--- src/dlp_defs.vh ---
// Register indices, field positions, reset values and mode codes for dlp.
`ifndef DLP_DEFS_VH
`define DLP_DEFS_VH

// ----------------------------------------------------------------------
// Register indices (byte address is four times the index)
// ----------------------------------------------------------------------
`define DLP_IDX_FACTOR    8'h01
`define DLP_IDX_CTRL      8'h02
`define DLP_IDX_SYNC      8'h05
`define DLP_IDX_STATUS    8'h10
`define DLP_IDX_SAMPLE_LO 8'h11
`define DLP_IDX_SAMPLE_HI 8'h12

// ----------------------------------------------------------------------
// Field positions
// ----------------------------------------------------------------------
`define DLP_CTRL_POL_BIT      4
`define DLP_CTRL_DCOE_BIT     3
`define DLP_CTRL_REC_BIT      2
`define DLP_SYNC_OFS_MSB      7
`define DLP_SYNC_OFS_LSB      4
`define DLP_SYNC_MODULATOR_SYNC_SELECT_BIT  3
`define DLP_FACTOR_MSB        1
`define DLP_FACTOR_LSB        0

// ----------------------------------------------------------------------
// Reset values
// ----------------------------------------------------------------------
`define DLP_RST_OFFSET   4'h0
`define DLP_RST_FACTOR   2'h0
`define DLP_RST_BIT      1'b0

// ----------------------------------------------------------------------
// Interpolation factor codes
// ----------------------------------------------------------------------
`define DLP_FAC_1X 2'h0
`define DLP_FAC_2X 2'h1
`define DLP_FAC_4X 2'h2
`define DLP_FAC_8X 2'h3

// ----------------------------------------------------------------------
// Capture mode codes shown in the status register
// ----------------------------------------------------------------------
`define DLP_MODE_MASTER   3'h0
`define DLP_MODE_EXTSYNC  3'h1
`define DLP_MODE_SLAVE    3'h2
`define DLP_MODE_LOWSH    3'h3
`define DLP_MODE_MODSLAVE 3'h4

`endif

--- src/dlp_sync2.v ---
// Two-flop synchroniser for a bundle of pin inputs.
`timescale 1ns/10ps
module dlp_sync2 #(
    parameter WIDTH = 1
) (
    input wire clk,                // Conversion clock
    input wire arst_n,             // Asynchronous reset, active low
    input wire [WIDTH-1:0] d,      // Raw pin levels
    output wire [WIDTH-1:0] q      // Synchronised levels
);

    genvar i;

    // ------------------------------------------------------------------
    // One two-flop chain per bit; only stage2 reads stage1
    // ------------------------------------------------------------------
    generate
        for (i = 0; i < WIDTH; i = i + 1) begin : g_bit
            reg stage1;
            reg stage2;
            always @(posedge clk or negedge arst_n) begin
                if (!arst_n) begin
                    stage1 <= 1'b0;
                    stage2 <= 1'b0;
                end else begin
                    stage1 <= d[i];
                    stage2 <= stage1;
                end
            end
            assign q[i] = stage2;
        end
    endgenerate

endmodule

--- src/dlp_factor_select_a.v ---
// Linear interpolator giving one output code per conversion clock cycle.
`timescale 1ns/10ps
`include "dlp_defs.vh"
module dlp_factor_select_a #(
    parameter W = 16
) (
    input wire clk,                // Conversion clock
    input wire arst_n,             // Asynchronous reset, active low
    input wire load,               // New captured sample, one-cycle pulse
    input wire [W-1:0] sample,     // Captured sample
    input wire [1:0] factor_sel,   // Interpolation factor code
    output reg [W-1:0] dac_code    // Output code, one per cycle
);

    reg [W-1:0] prev;
    reg [W-1:0] cur;
    reg [2:0] step;
    reg [W:0] diff;
    reg [W+3:0] prod;
    reg [W+3:0] part;
    reg [W-1:0] next_dac_code;

    // ------------------------------------------------------------------
    // Point between the last two samples, weighted by the step count
    // ------------------------------------------------------------------
    always @* begin
        diff = {cur[W-1], cur} - {prev[W-1], prev};
        prod = $signed({{3{diff[W]}}, diff}) * $signed({1'b0, step});
        case (factor_sel)
            `DLP_FAC_2X: part = $signed(prod) >>> 1;
            `DLP_FAC_4X: part = $signed(prod) >>> 2;
            `DLP_FAC_8X: part = $signed(prod) >>> 3;
            default:     part = {(W+4){1'b0}};
        endcase
        if (factor_sel == `DLP_FAC_1X) begin
            next_dac_code = cur;
        end else begin
            next_dac_code = prev + part[W-1:0];
        end
    end

    // ------------------------------------------------------------------
    // Sample history and step counter, restarting on each load
    // ------------------------------------------------------------------
    always @(posedge clk or negedge arst_n) begin
        if (!arst_n) begin
            prev <= {W{1'b0}};
            cur <= {W{1'b0}};
            step <= 3'h0;
            dac_code <= {W{1'b0}};
        end else begin
            dac_code <= next_dac_code;
            if (load) begin
                prev <= cur;
                cur <= sample;
                step <= 3'h0;
            end else if (step != 3'h7) begin
                step <= step + 3'h1;
            end
        end
    end

endmodule

--- src/dlp_data_port.v ---
// Parallel sample port: capture-edge control, mode select and registers.
`timescale 1ns/10ps
`include "dlp_defs.vh"
module dlp_data_port #(
    parameter W = 16
) (
    input wire clk,                     // Conversion clock, 50 MHz
    input wire arst_n,                  // Asynchronous reset, active low
    input wire [7:0] bus_addr,          // Register byte address
    input wire [7:0] bus_wdata,         // Register write data
    input wire bus_we,                  // Write strobe
    input wire bus_re,                  // Read strobe
    output reg [7:0] bus_rdata,         // Read data, cycle after strobe
    input wire data_rate_clock_in,      // Data-rate clock pin level
    output reg data_rate_clock_out,     // Generated data-rate clock
    output reg data_rate_clock_oe,      // High while driving the pin
    input wire [W-1:0] sample_in,       // Parallel sample pins
    output reg [W-1:0] sample_out,      // Last captured sample
    output reg sample_strobe,           // Capture pulse, one cycle
    output reg [W-1:0] dac_code         // Interpolated code per cycle
);

    // ------------------------------------------------------------------
    // Control registers and local state
    // ------------------------------------------------------------------
    reg latch_edge_polarity;
    reg data_clock_output_enable;
    reg data_recovery_enable;
    reg modulator_sync_select;
    reg [3:0] latch_edge_offset;
    reg [1:0] factor_select_a;
    reg [2:0] cnt;
    reg pin_clk_d;
    reg toggle_1x;
    reg [2:0] mode;
    reg [2:0] mask;
    reg [2:0] half;
    reg [2:0] shift;
    reg [2:0] phase;
    reg [2:0] next_phase;
    reg [2:0] next_cnt;
    reg capture;
    reg next_clk_out;
    reg [7:0] next_rdata;
    wire [W:0] sync_q;
    wire pin_clk;
    wire [W-1:0] pin_data;
    wire [W-1:0] factor_select_a_code;
    wire [5:0] idx;
    wire aligned;

    assign idx = bus_addr[7:2];
    assign aligned = (bus_addr[1:0] == 2'h0);

    // ------------------------------------------------------------------
    // Decode helpers
    // ------------------------------------------------------------------
    // Factor code to period mask (period length minus one)
    function [2:0] fac_mask;
        input [1:0] sel;
        begin
            case (sel)
                `DLP_FAC_2X: fac_mask = 3'h1;
                `DLP_FAC_4X: fac_mask = 3'h3;
                `DLP_FAC_8X: fac_mask = 3'h7;
                default:     fac_mask = 3'h0;
            endcase
        end
    endfunction

    // Signed offset code scaled to the factor, modulo the period
    function [2:0] ofs_shift;
        input [3:0] code;
        input [1:0] sel;
        begin
            case (sel)
                `DLP_FAC_8X: ofs_shift = code[2:0];
                `DLP_FAC_4X: ofs_shift = {1'b0, code[2:1]};
                `DLP_FAC_2X: ofs_shift = {2'h0, code[2]};
                default:     ofs_shift = 3'h0;
            endcase
        end
    endfunction

    // Register index match for an aligned access
    function hit;
        input [5:0] a;
        input [7:0] want;
        begin
            hit = (a == want[5:0]);
        end
    endfunction

    // ------------------------------------------------------------------
    // Pin synchronisers: clock pin and sample pins share one delay
    // ------------------------------------------------------------------
    dlp_sync2 #(
        .WIDTH(W + 1)
    ) u_sync (
        .clk(clk),
        .arst_n(arst_n),
        .d({data_rate_clock_in, sample_in}),
        .q(sync_q)
    );

    assign pin_clk = sync_q[W];
    assign pin_data = sync_q[W-1:0];

    // ------------------------------------------------------------------
    // Mode decode from output enable, modulator sync and recovery bits
    // ------------------------------------------------------------------
    always @* begin
        if (data_clock_output_enable) begin
            mode = `DLP_MODE_MASTER;
        end else begin
            case ({modulator_sync_select, data_recovery_enable})
                2'b00:   mode = `DLP_MODE_EXTSYNC;
                2'b01:   mode = `DLP_MODE_SLAVE;
                2'b10:   mode = `DLP_MODE_LOWSH;
                default: mode = `DLP_MODE_MODSLAVE;
            endcase
        end
    end

    // ------------------------------------------------------------------
    // Phase arithmetic and capture-edge selection
    // ------------------------------------------------------------------
    always @* begin
        mask = fac_mask(factor_select_a);
        half = (mask >> 1) + 3'h1;                        // No wrap at 8x
        next_cnt = (cnt + 3'h1) & mask;
        if (mode == `DLP_MODE_MASTER) begin
            shift = ofs_shift(latch_edge_offset, factor_select_a);
        end else begin
            shift = 3'h0;
        end
        phase = (cnt - shift) & mask;
        next_phase = (next_cnt - shift) & mask;
        capture = 1'b0;
        case (mode)
            `DLP_MODE_MASTER,
            `DLP_MODE_EXTSYNC: begin
                if (mask == 3'h0) begin
                    capture = 1'b1;
                end else if (latch_edge_polarity) begin
                    capture = (phase == mask);
                end else begin
                    capture = (phase == half - 3'h1);
                end
            end
            default: begin
                if (latch_edge_polarity) begin
                    capture = pin_clk & ~pin_clk_d;
                end else begin
                    capture = ~pin_clk & pin_clk_d;
                end
            end
        endcase
        // Generated clock rises right after the polarity-1 capture edge
        if (mask == 3'h0) begin
            next_clk_out = ~toggle_1x;
        end else begin
            next_clk_out = (next_phase < half);
        end
    end

    // ------------------------------------------------------------------
    // Phase counter, pin edge history and generated clock pin
    // ------------------------------------------------------------------
    always @(posedge clk or negedge arst_n) begin
        if (!arst_n) begin
            cnt <= 3'h0;
            pin_clk_d <= 1'b0;
            toggle_1x <= 1'b0;
            data_rate_clock_out <= 1'b0;
            data_rate_clock_oe <= 1'b0;
        end else begin
            cnt <= next_cnt;
            pin_clk_d <= pin_clk;
            toggle_1x <= ~toggle_1x;
            if (mode == `DLP_MODE_MASTER) begin
                data_rate_clock_out <= next_clk_out;
                data_rate_clock_oe <= 1'b1;
            end else begin
                data_rate_clock_out <= 1'b0;
                data_rate_clock_oe <= 1'b0;
            end
        end
    end

    // ------------------------------------------------------------------
    // Sample capture on the selected edge
    // ------------------------------------------------------------------
    always @(posedge clk or negedge arst_n) begin
        if (!arst_n) begin
            sample_out <= {W{1'b0}};
            sample_strobe <= 1'b0;
        end else begin
            sample_strobe <= capture;
            if (capture) begin
                sample_out <= pin_data;
            end
        end
    end

    // ------------------------------------------------------------------
    // Interpolator fed by captured samples
    // ------------------------------------------------------------------
    dlp_factor_select_a #(
        .W(W)
    ) u_factor_select_a (
        .clk(clk),
        .arst_n(arst_n),
        .load(sample_strobe),
        .sample(sample_out),
        .factor_sel(factor_select_a),
        .dac_code(factor_select_a_code)
    );

    // Output code registered once more so the port leaves a flop
    always @(posedge clk or negedge arst_n) begin
        if (!arst_n) begin
            dac_code <= {W{1'b0}};
        end else begin
            dac_code <= factor_select_a_code;
        end
    end

    // ------------------------------------------------------------------
    // Register writes
    // ------------------------------------------------------------------
    always @(posedge clk or negedge arst_n) begin
        if (!arst_n) begin
            latch_edge_polarity <= `DLP_RST_BIT;
            data_clock_output_enable <= `DLP_RST_BIT;
            data_recovery_enable <= `DLP_RST_BIT;
            modulator_sync_select <= `DLP_RST_BIT;
            latch_edge_offset <= `DLP_RST_OFFSET;
            factor_select_a <= `DLP_RST_FACTOR;
        end else if (bus_we && aligned) begin
            if (hit(idx, `DLP_IDX_CTRL)) begin
                latch_edge_polarity <=
                    bus_wdata[`DLP_CTRL_POL_BIT];
                data_clock_output_enable <=
                    bus_wdata[`DLP_CTRL_DCOE_BIT];
                data_recovery_enable <=
                    bus_wdata[`DLP_CTRL_REC_BIT];
            end
            if (hit(idx, `DLP_IDX_SYNC)) begin
                latch_edge_offset <=
                    bus_wdata[`DLP_SYNC_OFS_MSB:`DLP_SYNC_OFS_LSB];
                modulator_sync_select <=
                    bus_wdata[`DLP_SYNC_MODULATOR_SYNC_SELECT_BIT];
            end
            if (hit(idx, `DLP_IDX_FACTOR)) begin
                factor_select_a <=
                    bus_wdata[`DLP_FACTOR_MSB:`DLP_FACTOR_LSB];
            end
        end
    end

    // ------------------------------------------------------------------
    // Register read mux; unmapped or unaligned reads return zero
    // ------------------------------------------------------------------
    always @* begin
        next_rdata = 8'h00;
        if (aligned) begin
            if (hit(idx, `DLP_IDX_CTRL)) begin
                next_rdata[`DLP_CTRL_POL_BIT] = latch_edge_polarity;
                next_rdata[`DLP_CTRL_DCOE_BIT] = data_clock_output_enable;
                next_rdata[`DLP_CTRL_REC_BIT] = data_recovery_enable;
            end else if (hit(idx, `DLP_IDX_SYNC)) begin
                next_rdata[`DLP_SYNC_OFS_MSB:`DLP_SYNC_OFS_LSB] =
                    latch_edge_offset;
                next_rdata[`DLP_SYNC_MODULATOR_SYNC_SELECT_BIT] = modulator_sync_select;
            end else if (hit(idx, `DLP_IDX_FACTOR)) begin
                next_rdata[`DLP_FACTOR_MSB:`DLP_FACTOR_LSB] =
                    factor_select_a;
            end else if (hit(idx, `DLP_IDX_STATUS)) begin
                next_rdata = {mode, factor_select_a, phase};
            end else if (hit(idx, `DLP_IDX_SAMPLE_LO)) begin
                next_rdata = sample_out[7:0];
            end else if (hit(idx, `DLP_IDX_SAMPLE_HI)) begin
                next_rdata = sample_out[W-1:W-8];
            end
        end
    end

    // Read data stand for one cycle after the strobe, zero otherwise
    always @(posedge clk or negedge arst_n) begin
        if (!arst_n) begin
            bus_rdata <= 8'h00;
        end else if (bus_re) begin
            bus_rdata <= next_rdata;
        end else begin
            bus_rdata <= 8'h00;
        end
    end

endmodule

--- config.mk ---
export PLATFORM = sky130hd
export DESIGN_NAME = dlp_data_port
export DESIGN_NICKNAME = d
export VERILOG_FILES = /design/src/dlp_sync2.v /design/src/dlp_factor_select_a.v /design/src/dlp_data_port.v
export VERILOG_INCLUDE_DIRS = /design/src
export SDC_FILE = /design/constraint.sdc
export NUM_CORES = 1
export LEC_CHECK = 0
export ABC_AREA = 1
export BUFFER_PORTS_ARGS = -buffer_cell sky130_fd_sc_hd__buf_2
export CAP_MARGIN = 20
export CORE_ASPECT_RATIO = 1.4
export CORE_UTILIZATION = 30
export CTS_BUF_LIST = sky130_fd_sc_hd__clkbuf_2 sky130_fd_sc_hd__clkbuf_4 sky130_fd_sc_hd__clkbuf_8
export DETAILED_ROUTE_END_ITERATION = 10
export SETUP_SLACK_MARGIN = 0.5
export SYNTH_ARGS = -nofsm -noshare
export SYNTH_HDL_FRONTEND = slang
export SYNTH_SLANG_ARGS = --single-unit
--- constraint.sdc ---
create_clock -name clk -period 13 [get_ports clk]
set_clock_uncertainty 0.15 [all_clocks]
set_input_delay 1.95 -clock clk [delete_from_list [all_inputs] [get_ports clk]]
set_output_delay 1.95 -clock clk [all_outputs]
set_load 0.02 [all_outputs]
==> impl_metrics.csv <==
group,metric,value,unit
logic_synthesis,syn-num-nets,1207,
finish,syn_to_final_growth,14.1,%
drt,postRouteAntennaNets,0,
sta,finalHoldViolCount,0,
placement,placed_cell_area,9800,um^2
logic_synthesis,async_reset_ff_share,100,%
sta,post-route-period-util,50.5,%
drt,wl,22.1,mm
die,die_h,207,um
logic_synthesis,ys_top_cells_by_count,"nand2_1, inv_1, dfrtp_1",
sta,drv_slew,0,
drt,vias,7198,
cts,clkTransAtPathRegs,0.09,ns
cts,cts_tree,"yes",
die,chipWidth,148,um
cts,cts_buffers,17,
finish,layout.nets,1290,
sta,layout_setup_ws,6.44,ns
placement,place.gp.congestion,0.926,
placement,place_ws,6.39,ns
setup_path,cpPeakStageDelay,0.53,ns
die,io_pins,80,
placement,port_buffers,79,
finish,final_core_util,34.9,%
logic_synthesis,syn_area_per_cell,8.35,um^2
drt,vias_per_cell,4.64,
worst_hold_path,hold_class,"reg2reg",
cts,clock_sinks,143,
logic_synthesis,synth.largest_area_cell,"dfrtp_1",
global_route,grt_pass1_vias,7327,
setup_path,required,13.19,ns
logic_synthesis,netlist_instances,1075,
logic_synthesis,synth_top_area_share,39.8,%
logic_synthesis,synth_edf_count,0,
cts,clockBufferDepth,2,
placement,dp_hpwl,18.0,mm
logic_synthesis,synth.area.top_cells,"dfrtp_1, ha_1, nand2_1, inv_1, fa_1",
cts,htreeDepth,4,
die,start_util,30.6,%
global_route,globalRouteTotalUtil,15.4,%
logic_synthesis,yosysUniqueCellTypes,51,
global_route,use_met3,2.22,%
global_route,busiest_layer,"met2",
logic_synthesis,synthFlopType,"dfrtp_1",
global_route,grt_max_degree,98,
run,maxCapViolCount,0,
sta,maxSlewHeadroom,42.6,%
global_route,grt-ovfl-total,0,
global_route,antenna_found_initial,0,
die,die_area,30600,um^2
global_route,grt_pass1_wl,36.4,mm
cts,clk_latency,0.47,ns
finish,fin_area,10200,um^2
logic_synthesis,synth_seq_cells,143,
setup_path,path_class,"reg2reg",
die,row_count,74,
run_status,status,"complete, no violations",
cts,cts_root_buf,"clkbuf_8",
cts,cts_resized,0,
setup_path,cp_slowest_cell,"fa_1",
logic_synthesis,ys_seq_area_share,39.8,%
setup_path,crit_arrival,6.75,ns
die,coreArea,29400,um^2
cts,cts-hold-fix-buffers,0,
finish,drive_gt1_share,14.0,%
sta,fmaxAchievable,0.152,GHz
drt,drtPass1Iterations,5,
setup_path,cp_common_cell,"nand2_1",
sta,timing.final.crit_period,6.56,ns
cts,postCtsSetupBuffers,0,
logic_synthesis,synth.most_common_cell,"nand2_1",
sta,setup-violations-final,0,
global_route,grtUsageMet2,28.8,%
setup_path,crit_fanout,5,
drt,drtIter0Drc,290,
logic_synthesis,synth-warning-count,0,
drt,drc,0,
setup_path,setup.worst_path.start_class,"register",
sta,rsz0062_at_grt,"no",
sta,tightest_slew,0.861,ns
global_route,grtUsageMet1,16.2,%
setup_path,cp-end-kind,"register",
drt,wl_per_cell,14.2,um
logic_synthesis,synth_area,8980,um^2
finish,insertedDiodeCount,0,
sta,tns,0,ns
[layout make-up]
cell class,instances,area [um^2]
Fill cell,3008,19100
Multi-Input combinational cell,730,4620
Sequential cell,143,3580
Inverter,182,683
Tap cell,380,475
Timing Repair Buffer,84,439
Clock buffer,18,241
Clock inverter,14,208
[cell families after synthesis]
family | share of synthesized area, %
compound gates | 12.2
simple gates | 19.9
mux | 0.376
xor+xnor | 4.08
fa+ha+maj | 14.9
flops | 39.8
buf+inv | 8.68
[state kept, by name, summed over array words and instances (netlist names), 2 cells and up]
name	flops
u_factor_select_a.step	3
u_factor_select_a.prev	16
sample_out	16
bus_rdata	8
u_factor_select_a.cur	16
u_sync.g_bit.stage2	17
latch_edge_offset	4
cnt	3
fac_mask.sel	2
u_factor_select_a.dac_code	16
dac_code	16
u_sync.g_bit.stage1	17
[layer usage]
| layer | routed length (um) | vias to the layer above | part of all wire, % |
|---|---|---|---|
| li1 | - | 3611 | - |
| met4 | 1080 | 0 | 4.9 |
| met3 | 568 | 41 | 2.6 |
| met1 | 8620 | 3400 | 39 |
| met2 | 11800 | 146 | 53 |
| met5 | 0 | - | 0 |
[critical path: cells and delay by family (launching register included)]
kind,cells,cell delay (ns)
adder cells (fa/ha/maj),6,2.05
AO/OA/AOI/OAI,7,1.96
AND/OR/NAND/NOR,11,0.96
XOR/XNOR,3,0.57
flip-flops,1,0.41
buffers and inverters,5,0.34
[metrics by stage]
stage / cells / hold WS, ns
after floorplan: 1075 / 0.181
after global placement: 1519 / 0.183
after detailed placement: 1519 / 0.185
after CTS: 1551 / 0.196
after global routing: 1551 / 0.209
final: 1551 / 0.189
[worst paths after layout]
path / from / cells past startpoint / slack [ns] / to
max reg2reg: u_factor_select_a.prev[0] / 32 / 6.44 / u_factor_select_a.dac_code[13]
max: u_factor_select_a.prev[0] / 32 / 6.44 / u_factor_select_a.dac_code[13]
min: u_sync.g_bit[13].stage1 / 0 / 0.19 / u_sync.g_bit[13].stage2
max in group asynchronous: arst_n / 2 / 10.12 / dac_code[9]
min in group asynchronous: arst_n / 1 / 1.40 / dac_code[2]
min reg2reg: u_sync.g_bit[13].stage1 / 0 / 0.19 / u_sync.g_bit[13].stage2
[layout by cell type (no fill, tap or decap), types with 4 or more instances in the layout]
master     instances
nor2_1            84
xnor2_1           18
buf_2             78
or2_2              5
o21ai_0           74
fa_1              20
nand2_2           13
inv_1            179
o21bai_1           5
o21ai_1            6
nor3_1             4
a21boi_0           5
nand2_4           12
o211ai_1           6
buf_4              5
clkbuf_8          17
nand3_1           54
dfrtp_1          143
clkinv_4           4
ha_1              75
a221oi_1           5
bufinv_16          4
o21ai_2            8
xor2_1            22
a31oi_1            4
nand2_1          219
o221ai_1           4
a21oi_1           54
Power is not shown: default switching activity piles up to over one toggle a cycle in this logic, so the estimate is an artifact.
